File: config.mk
export PLATFORM = sky130hd
export DESIGN_NAME = dma_channel_transfer_engine
export DESIGN_NICKNAME = d
export VERILOG_FILES = /design/src/include/dma_pkg.sv /design/src/core/dma_hold_buffer.sv /design/src/core/dma_channel_transfer_engine.sv
export SDC_FILE = /design/constraint.sdc
export NUM_CORES = 1
export LEC_CHECK = 0
export ABC_AREA = 1
export BUFFER_PORTS_ARGS = -buffer_cell sky130_fd_sc_hd__buf_4
export CAP_MARGIN = 30
export CORE_MARGIN = 2
export CORE_UTILIZATION = 30
export DETAILED_ROUTE_END_ITERATION = 10
export SYNTH_ARGS = -nofsm -noshare
export SYNTH_HDL_FRONTEND = slang
export SYNTH_SLANG_ARGS = --single-unit
export TNS_END_PERCENT = 30
File: constraint.sdc
create_clock -name mclk -period 6.5 [get_ports mclk]
set_input_delay 1.3 -clock mclk [delete_from_list [all_inputs] [get_ports mclk]]
set_output_delay 1.3 -clock mclk [all_outputs]
set_load 0.01 [all_outputs]
File: src/include/dma_pkg.sv
// Constants, types and state codes of the ten-channel transfer engine.
// Assumes one 25 MHz clock and a 64 Kbyte peripheral/RAM bus window.
package dma_pkg;
  localparam int NCH = 10;
  localparam int CH_W = 4;
  localparam int CNT_W = 8;
  localparam int ADDR_W = 16;
  localparam int DATA_W = 16;
  localparam int NSRC = 4;
  localparam int SEL_W = 2;
  localparam int BUF_DEPTH = 2;
  localparam int BUF_CNT_W = 2;
  // Window base; the engine only drives the low 16 address bits
  localparam logic [31:0] WINDOW_BASE = 32'h0080_0000;
  localparam logic [CNT_W-1:0] CNT_UNDERFLOW = 8'hFF;
  localparam logic [CNT_W-1:0] CNT_ZERO = 8'h00;
  localparam int RING8_BITS = 5;
  localparam int RING16_BITS = 6;
  localparam logic [ADDR_W-1:0] STEP8 = 16'h0001;
  localparam logic [ADDR_W-1:0] STEP16 = 16'h0002;
  localparam int XFER_CYCLES = 3;
  localparam logic [CH_W-1:0] CH_NONE = 4'hF;

  typedef enum logic [3:0] {
    ST_IDLE = 4'h1,
    ST_ACQ = 4'h2,
    ST_RD = 4'h4,
    ST_WR = 4'h8
  } dma_state_t;
endpackage : dma_pkg

File: src/core/dma_hold_buffer.sv
// Two-entry hold buffer between the source read and destination write.
// Assumes the producer honours in_ready and the consumer out_ready.
`timescale 1ns/100ps
module dma_hold_buffer
  import dma_pkg::*;
(
  input wire logic mclk,
  input wire logic resetn,
  input wire logic in_valid,
  output logic in_ready,
  input wire logic [DATA_W-1:0] in_data,
  output logic out_valid,
  input wire logic out_ready,
  output logic [DATA_W-1:0] out_data
);
  typedef struct packed {
    logic [BUF_DEPTH-1:0][DATA_W-1:0] mem;
    logic [BUF_CNT_W-1:0] cnt;
  } hold_t;

  hold_t q_r;
  hold_t q_nxt;
  logic push;
  logic pop;

  // Head always sits in entry 0, so the data output is a plain flop
  assign in_ready = (q_r.cnt < BUF_CNT_W'(BUF_DEPTH));
  assign out_valid = (q_r.cnt != '0);
  assign out_data = q_r.mem[0];
  assign push = in_valid && in_ready;
  assign pop = out_valid && out_ready;

  // Shift on pop, then drop a new word behind the last held one
  always_comb begin
    q_nxt = q_r;
    if (pop) begin
      for (int i = 0; i < BUF_DEPTH - 1; i++) begin
        q_nxt.mem[i] = q_r.mem[i+1];
      end
      q_nxt.cnt = q_r.cnt - 1'b1;
    end
    if (push) begin
      q_nxt.mem[q_nxt.cnt[0]] = in_data;
      q_nxt.cnt = q_nxt.cnt + 1'b1;
    end
  end

  always_ff @(posedge mclk or negedge resetn) begin
    if (!resetn) begin
      q_r <= '0;
    end else begin
      q_r <= q_nxt;
    end
  end
endmodule : dma_hold_buffer

File: src/core/dma_channel_transfer_engine.sv
// Ten-channel dual-address transfer engine with software control as ports.
// Assumes synchronous inputs; read data is valid during the read cycle.
`timescale 1ns/100ps
module dma_channel_transfer_engine
  import dma_pkg::*;
(
  input wire logic mclk,
  input wire logic resetn,
  input wire logic [NCH-1:0] enable_set,
  input wire logic [NCH-1:0] enable_clr,
  input wire logic [NCH-1:0] ring_mode,
  input wire logic [NCH-1:0] source_direction_select,
  input wire logic [NCH-1:0] destination_direction_select,
  input wire logic [NCH-1:0] unit_size_select,
  input wire logic [NCH-1:0][SEL_W-1:0] request_source_select,
  input wire logic [NCH-1:0][NSRC-1:0] request_in,
  input wire logic [NCH-1:0] req_flag_clr,
  input wire logic [NCH-1:0] cnt_wr,
  input wire logic [NCH-1:0] src_wr,
  input wire logic [NCH-1:0] dst_wr,
  input wire logic [ADDR_W-1:0] sw_wdata,
  input wire logic status_wr,
  input wire logic [NCH-1:0] status_wdata,
  input wire logic [NCH-1:0] irq_mask,
  input wire logic bus_gnt,
  input wire logic [DATA_W-1:0] bus_rdata,
  input wire logic bus_wr_ready,
  output logic [NCH-1:0] channel_transfer_enable,
  output logic [NCH-1:0] req_flag,
  output logic [NCH-1:0] irq_status,
  output logic dma_irq,
  output logic [NCH-1:0][CNT_W-1:0] xfer_count,
  output logic [NCH-1:0][ADDR_W-1:0] src_addr,
  output logic [NCH-1:0][ADDR_W-1:0] dst_addr,
  output logic [CH_W-1:0] active_chan,
  output logic bus_req,
  output logic bus_rd,
  output logic bus_wr,
  output logic bus_size16,
  output logic [ADDR_W-1:0] bus_addr,
  output logic [DATA_W-1:0] bus_wdata
);
  typedef struct packed {
    dma_state_t st;
    logic [CH_W-1:0] cur;
    logic [NCH-1:0] en;
    logic [NCH-1:0] flag;
    logic [NCH-1:0] stat;
    logic [NCH-1:0][CNT_W-1:0] cnt;
    logic [NCH-1:0][ADDR_W-1:0] src;
    logic [NCH-1:0][ADDR_W-1:0] dst;
    logic [ADDR_W-1:0] addr;
    logic size16;
    logic irq;
  } eng_t;

  eng_t s_r;
  eng_t s_nxt;
  logic buf_in_ready;
  logic buf_out_valid;
  logic [DATA_W-1:0] rd_byte;
  logic [DATA_W-1:0] buf_in_data;
  logic wr_done;
  logic [NCH-1:0] pending;
  logic [CH_W-1:0] pick;

  // -----------------------------------------------------------------
  // Helpers
  // -----------------------------------------------------------------
  // Next address: fixed, linear, or wrapping inside the ring block
  function automatic logic [ADDR_W-1:0] advance(
    input logic [ADDR_W-1:0] a,
    input logic inc,
    input logic h16,
    input logic ring
  );
    logic [ADDR_W-1:0] step;
    logic [ADDR_W-1:0] lin;
    step = h16 ? STEP16 : STEP8;
    lin = a + step;
    advance = a;
    if (inc && !ring) begin
      advance = lin;
    end else if (inc && !h16) begin
      advance = {a[ADDR_W-1:RING8_BITS], lin[RING8_BITS-1:0]};
    end else if (inc) begin
      advance = {a[ADDR_W-1:RING16_BITS], lin[RING16_BITS-1:0]};
    end
  endfunction : advance

  // Halfword units drop bit 0 so the bus sees an aligned access
  function automatic logic [ADDR_W-1:0] bus_align(
    input logic [ADDR_W-1:0] a,
    input logic h16
  );
    bus_align = h16 ? {a[ADDR_W-1:1], 1'b0} : a;
  endfunction : bus_align

  // -----------------------------------------------------------------
  // Arbitration and data path
  // -----------------------------------------------------------------
  // Fixed priority, channel 0 first; loop runs downward so low wins
  always_comb begin
    pending = s_r.en & s_r.flag;
    pick = CH_NONE;
    for (int i = NCH - 1; i >= 0; i--) begin
      if (pending[i]) begin
        pick = CH_W'(i);
      end
    end
  end

  // Byte units take the lane named by bit 0 and repeat it on both lanes,
  // so any source byte can land on any destination byte
  always_comb begin
    rd_byte = s_r.src[s_r.cur][0] ? {bus_rdata[7:0], bus_rdata[7:0]}
                                  : {bus_rdata[15:8], bus_rdata[15:8]};
    buf_in_data = s_r.size16 ? bus_rdata : rd_byte;
  end

  assign wr_done = (s_r.st == ST_WR) && bus_wr_ready && buf_out_valid;

  // Read data is held here between the two bus cycles
  dma_hold_buffer u_hold (
    .mclk(mclk),
    .resetn(resetn),
    .in_valid(s_r.st == ST_RD),
    .in_ready(buf_in_ready),
    .in_data(buf_in_data),
    .out_valid(buf_out_valid),
    .out_ready((s_r.st == ST_WR) && bus_wr_ready),
    .out_data(bus_wdata)
  );

  // -----------------------------------------------------------------
  // Next state
  // -----------------------------------------------------------------
  always_comb begin
    logic [CH_W-1:0] c;
    logic go;
    s_nxt = s_r;
    c = s_r.cur;
    go = 1'b0;

    // Software writes; enable clear beats set in the same cycle
    for (int i = 0; i < NCH; i++) begin
      if (enable_set[i]) begin
        s_nxt.en[i] = 1'b1;
      end
      if (enable_clr[i]) begin
        s_nxt.en[i] = 1'b0;
      end
      if (cnt_wr[i] && !s_r.en[i]) begin
        s_nxt.cnt[i] = sw_wdata[CNT_W-1:0];
      end
      if (src_wr[i]) begin
        s_nxt.src[i] = sw_wdata;
      end
      if (dst_wr[i]) begin
        s_nxt.dst[i] = sw_wdata;
      end
      if (req_flag_clr[i]) begin
        s_nxt.flag[i] = 1'b0;
      end
      if (status_wr && !status_wdata[i]) begin
        s_nxt.stat[i] = 1'b0;
      end
    end

    unique case (s_r.st)
      ST_IDLE: go = (pick != CH_NONE);
      ST_ACQ: begin
        if (bus_gnt) begin
          s_nxt.st = ST_RD;
          s_nxt.addr = bus_align(s_r.src[c], s_r.size16);
        end
      end
      ST_RD: begin
        if (buf_in_ready) begin
          s_nxt.st = ST_WR;
          s_nxt.addr = bus_align(s_r.dst[c], s_r.size16);
        end
      end
      ST_WR: begin
        if (wr_done) begin
          s_nxt.src[c] = advance(s_r.src[c], source_direction_select[c],
                                 s_r.size16, ring_mode[c]);
          s_nxt.dst[c] = advance(s_r.dst[c],
                                 destination_direction_select[c],
                                 s_r.size16, ring_mode[c]);
          s_nxt.cnt[c] = s_r.cnt[c] - 1'b1;
          if (!ring_mode[c] && s_r.cnt[c] == CNT_ZERO) begin
            s_nxt.en[c] = 1'b0;
            s_nxt.stat[c] = 1'b1;
          end
          s_nxt.st = ST_IDLE;
          go = (pick != CH_NONE);
        end
      end
    endcase

    // Next channel is claimed at once, so back-to-back costs no idle;
    // a channel that is just ending or being switched off is passed by
    if (go && s_nxt.en[pick]) begin
      s_nxt.st = ST_ACQ;
      s_nxt.cur = pick;
      s_nxt.size16 = unit_size_select[pick];
      s_nxt.flag[pick] = 1'b0;
    end

    // Requests set last so a same-cycle clear never loses one
    for (int i = 0; i < NCH; i++) begin
      if (s_r.en[i] && request_in[i][request_source_select[i]]) begin
        s_nxt.flag[i] = 1'b1;
      end
    end
    s_nxt.irq = |(s_nxt.stat & ~irq_mask);
  end

  always_ff @(posedge mclk or negedge resetn) begin
    if (!resetn) begin
      s_r <= '{st: ST_IDLE, cur: CH_NONE, default: '0};
    end else begin
      s_r <= s_nxt;
    end
  end

  // -----------------------------------------------------------------
  // Outputs, all taken from flops
  // -----------------------------------------------------------------
  assign channel_transfer_enable = s_r.en;
  assign req_flag = s_r.flag;
  assign irq_status = s_r.stat;
  assign dma_irq = s_r.irq;
  assign xfer_count = s_r.cnt;
  assign src_addr = s_r.src;
  assign dst_addr = s_r.dst;
  assign active_chan = s_r.cur;
  assign bus_req = (s_r.st == ST_ACQ);
  assign bus_rd = (s_r.st == ST_RD);
  assign bus_wr = (s_r.st == ST_WR);
  assign bus_size16 = s_r.size16;
  assign bus_addr = s_r.addr;

  // -----------------------------------------------------------------
  // Checks
  // -----------------------------------------------------------------
  // Snapshot of the channel just finished, for post-completion checks
  logic done_q;
  logic [CH_W-1:0] ch_q;
  logic [ADDR_W-1:0] src_q;
  logic [CNT_W-1:0] cnt_q;
  logic ring_q;
  logic inc_q;
  logic h16_q;
  logic stat_q;
  always_ff @(posedge mclk or negedge resetn) begin
    if (!resetn) begin
      done_q <= 1'b0;
      ch_q <= '0;
      src_q <= '0;
      cnt_q <= '0;
      ring_q <= 1'b0;
      inc_q <= 1'b0;
      h16_q <= 1'b0;
      stat_q <= 1'b0;
    end else begin
      done_q <= wr_done;
      ch_q <= s_r.cur;
      src_q <= s_r.src[s_r.cur];
      cnt_q <= s_r.cnt[s_r.cur];
      ring_q <= ring_mode[s_r.cur];
      inc_q <= source_direction_select[s_r.cur];
      h16_q <= s_r.size16;
      stat_q <= s_r.stat[s_r.cur];
    end
  end
endmodule : dma_channel_transfer_engine

# == After elaboration in Yosys (flattened, before gate mapping) ==
# Cells that the tools add are included.
# classes
n_reduce_logical,71
n_eq_ne,10
bitwise,8
mux,174
n_lt_le_gt_ge,17
n_addsub,5
# ops
cell,count
$mux W410,2
$mux W16,34
$bwmux W160,2
$bmux W16 S4,2
$mux W8,13
$bwmux W80,1
$mux W1,70
$demux W16 S4,1
$mux W10,5
$mux W4,12
$logic_and A1 B1 Y1,42
$and A10 B10 Y10,4
$mux W18,2
$add A16 B2 Y16,2
$bmux W8 S4,1
$bwmux W32,1
$demux W8 S4,1
$pmux W16 S2,1
$lt A2 B3 Y1 const B,10
$not A10 Y10,3
$mux W6,4
$logic_not A1 Y1,22
$bmux W1 S2,10
$bmux W1 S4,5
30 further kinds,35
# word_totals
out_inout_bits,471
register_bits,490
input_bits,217
elab_cells,326

# == Depth between registers and ports, before layout ==
# depth
depth_word,19
mapped_depth,23
mapped_depth_nobuf,18

# == By module ==
# From an unflattened synthesis, not the netlist that was laid out.
# unflattened
cells_unflattened,4496
area_unflattened_um2,32084.5
# modules_own_cells
module,cells_per_inst,area_each_um2,n_inst
dma_channel_transfer_engine,4288,30366.6,1
dma_hold_buffer,208,1717.9,1

# == Worst setup path before layout ==
# No wires, ideal clock.
# synth_path
path_kind,flip-flop to flip-flop
from,"register s_r, in the netlist active_chan[3]"
to,"register s_r, in the netlist src_addr[156]"
path_stages_with_launch,21
required_time_ns,6.434
path_slack_ns,2.997
n_path_buf,4
arrival_ns,3.437
setup_ns,0.066
path_cell_list,dfstp_2 -> buf_4 -> inv_2 -> nor2_4 -> nand2_1 -> inv_2 -> buf_4 -> buf_4 -> a21oi_1 -> nand3_2 -> buf_4 -> ha_1 -> inv_1 -> fa_1 -> nor2_1 -> nand4_1 -> nor2_2 -> nand3_2 -> xor2_2 -> nand2_1 -> nand2_1
# synth_rtl
item,line_no,text
from (decl),dma_channel_transfer_engine.sv:57,eng_t s_r;
from (signal assigned),dma_channel_transfer_engine.sv:224,s_r <= s_nxt;

# == Final worst setup path ==
# layout_path
from,"register s_r, in the netlist active_chan[1]"
to,"register s_r, in the netlist bus_size16"
# layout_via
elab_chain_len,12
elab_cells_between_ends,20
# layout_rtl
item,line_no,text
$lt A4 B5 Y1 or $ge A4 B1 Y1 (tied branches),n/a,
$logic_and A1 B1 Y1 (not written as such),dma_channel_transfer_engine.sv:193,s_nxt.en[c] = 1'b0;
$mux W1 (not written as such),dma_channel_transfer_engine.sv:193,
$demux W1 S4,dma_channel_transfer_engine.sv:193,
$not A10 Y10 (no line),n/a,
$and A10 B10 Y10 (no line),n/a,
$mux W10 *,dma_channel_transfer_engine.sv:192,if (!ring_mode[c] && s_r.cnt[c] == CNT_ZERO) begin
$mux W10 *,dma_channel_transfer_engine.sv:185,if (wr_done) begin
$mux W10 *,dma_channel_transfer_engine.sv:170,unique case (s_r.st)
$bmux W1 S4 *,dma_channel_transfer_engine.sv:204,if (go && s_nxt.en[pick]) begin
$mux W1 (not written as such) *,dma_channel_transfer_engine.sv:204,
$logic_and A1 B1 Y1 *,dma_channel_transfer_engine.sv:204,
# Mark *: on every way between the ends. The rest lies on a longest branch, timed or not. The select of a mux whose other input is x is not followed.
# A chain may end at the register's enable or synchronous reset.

==> flow_summary.yaml <==
timing:
  hold_viol: 0
  rsz0062_at_grt: "false"
  setup_violations: 0
  slew_violations: 0
  fmax_ghz: 0.189
  finalClockSkew_ns: 0.0492
  max-slew-margin-rel_pct: 26.4
  holdWs_ns: 0.523
  tightest_slew_ns: 1.10
  setup_tns_ns: 0
  period_share_pct: 81.5
  final_period_minus_worst_setup_slack_ns: 5.30
critical_path:
  startpoint_type: "flip-flop"
  crit_type: "reg2reg"
  worstPathMaxFanout: 24
  critPathCaptureType: "flip-flop"
  cp_slowest_stage_delay_ns: 0.93
  crit_chain: "inv_2, nor2_4, a22oi_1, nand2_1, nand2_1, nand3_1, inv_1, ha_1, nand4_1, nor2_4, nand3_1, nand2_1, nand2_1, nand2_1, o21ai_1, nand3_2, o21ai_1"
  cpMaxStageDelayCell: "dfstp_2"
  path_delay_family: "simple AND/OR/NAND/NOR gates"
  crit_arrival_ns: 5.85
  critPathBufInv: 2
  critPathRequiredTime_ns: 7.06
  worst_path_most_repeated_cell: "nand2_1"
placement:
  place_inst: 5930
  place_hpwl_um: 115000
  place_area_mm2: 0.0349
  io_buffers: 687
  place_congestion: 0.928
grt:
  first_global_vias: 28900
  grt_pass1_wl_um: 219000
  antenna_found_initial: 4
  grt-ovfl-total: 0
  grt_max_degree: 135
  grt_usage_pct: 27.5
synthesis:
  synth_area_per_cell_um2: 7.12
  synthDistinctLibCells: 57
  yosysWarnings: 0
  synth_ff_type: "dfrtp_1"
  synth.cell_area_mm2: 0.0321
  synth.yosys.seq_area_share_pct: 38.2
  async_reset_ff_share_pct: 100
  synth.net_count: 4738
  synth-edff-count: 0
  synth_cells: 4511
  synth_seq_cells: 490
layout:
  final_cell_area_mm2: 0.0371
  nNetsFinal: 4816
  fin_cells: 6042
  n_fill_cell: 11300
  drive_gt1_share_pct: 20.9
  fin_util_pct: 34.8
  area_growth_pct: 15.3
cts:
  numCtsBuffers: 58
  cts_sinks: 490
  htreeDepth: 2
  cts_root_buf: "clkbuf_16"
  postCtsHoldBufs: 0
  cts_resized: 0
  clkTransAtPathRegs_ns: 0.07
  tritoncts: "done"
  postCtsSetupBuffers: 0
  cts_buffer_depth: 3
  worstSkewPairLatency_ns: 0.69
die:
  die_h_um: 331
  die-area_mm2: 0.110
  rows: 120
  ios: 688
  initial_core_util_pct: 30.1
  coreArea_mm2: 0.107
  die_w_um: 331
min_path:
  hold_path.class: "reg2reg"
route:
  vias_per_cell: 5.20
  route.detailed.drc: 0
  first_iter_violations: 3462
  first_pass_iters: 6
  wirelength_um: 158000
  wire_per_inst_um: 26.1
  vias: 31400
  ant_nets: 0
power_and_ir_drop:
  ir_worst_vdd_uv: 237
  power.density_mw_per_mm2: 250
  total_leakage_power_nw: 18.9
outcome:
  status: "finished clean"
job:
  drv_cap: 0
[where the power goes]
| group | internal [mW] | switching (mW) |
|---|---|---|
| logic | 0.748 | 1.25 |
| registers | 3.31 | 0.294 |
| clock network | 2.13 | 1.52 |
[layer usage]
layer / part of all wire, % / global-route usage (%)
met1: 40 / 36.0
met2: 44 / 41.6
met3: 12 / 9.23
met4: 4.4 / 11.0
met5: 0.013 / 0
[flip-flops by register name (all words and copies together) (netlist names), 4 cells and up]
register                 flops
dst_addr                   160
bus_addr                    16
src_addr                   160
s_r                          4
active_chan                  4
channel_transfer_enable     10
irq_status                  10
u_hold.out_data             16
xfer_count                  80
req_flag                    10
u_hold.q_r                  18
[worst paths after layout]
path                                      from        endpoint  slack [ns]  depth (start not counted)
min in group asynchronous               resetn  xfer_count[45]        0.65                          1
worst max register to register  active_chan[1]      bus_size16        1.20                         17
worst min-delay path             u_hold.q_r[1]   u_hold.q_r[1]        0.52                          2
worst max-delay path            active_chan[1]      bus_size16        1.20                         17
max in group asynchronous               resetn   dst_addr[147]        4.46                          2
worst min register to register   u_hold.q_r[1]   u_hold.q_r[1]        0.52                          2
[placed cells by master (no fill, tap or decap), types with 42 or more instances in the layout]
cell type,instances
nand2_1,1415
o21ai_1,84
nand3_1,131
inv_1,362
o21ai_0,635
nor2_1,188
clkbuf_16,58
dfrtp_1,485
o22ai_1,54
buf_4,734
a21oi_1,88
a31oi_1,42
[cells by family after synthesis]
kind of cell               count (synthesis)  share of synthesized area (%)
xor gates and xnor gates                  25                           1.02
adders and majority gates                 10                          0.436
buffers and inverters                   1118                           19.0
muxes                                     55                           1.81
and+or+nand+nor                         1829                           23.1
AOI/OAI and AO/OA                        984                           16.5
DFF                                      490                           38.2
[metrics by stage]
stage          setup slack, ns  power [mW]
4_1_cts                   1.30        9.26
5_1_grt                  0.885        9.58
2_1_floorplan             3.00        4.81
6_report                  1.20        9.25
3_5_place_dp              1.34        5.63
3_3_place_gp              1.48        5.60
[synthesized netlist by cell type, types with 10 or more instances]
library cell  count  area share [%]
a21oi_1          88             1.4
a22oi_1          32            0.75
a31oi_1          42            0.82
buf_2            27            0.42
buf_4           483              11
clkbuf_1        200             2.3
dfrtp_1         485              38
inv_1           369             4.3
inv_2            20            0.23
mux2_2           24            0.84
mux2i_1          31            0.97
nand2_1        1415              17
nand2_2          10            0.19
nand3_1         132             2.1
nand3_2          14            0.44
nand4_1          23            0.45
nor2_1          189             2.2
nor3_1           14            0.22
o211ai_1         15            0.35
o21ai_0         635             9.9
o21ai_1          84             1.3
o22ai_1          54             1.1
o32ai_1          10            0.27
xor2_1           12            0.33
[worst min-delay path, delay by kind of cell, from the launching register on]
family          cells  cell delay [ns]
flops               1             0.36
compound gates      1             0.07
simple gates        1             0.06
[area by class of cell]
cell class / count / area (um2) / share of cell area (%)
Antenna cell: 4 / 10.0 / 0.0270
Clock inverter: 28 / 438 / 1.18
Clock buffer: 78 / 1640 / 4.42
Inverter: 395 / 1490 / 4.01
Timing Repair Buffer: 741 / 5670 / 15.3
Sequential cell: 490 / 12300 / 33.1
Tap cell: 1403 / 1760 / 4.74
Multi-Input combinational cell: 2903 / 13800 / 37.2
Note: power is estimated with default switching activity, not from simulation.
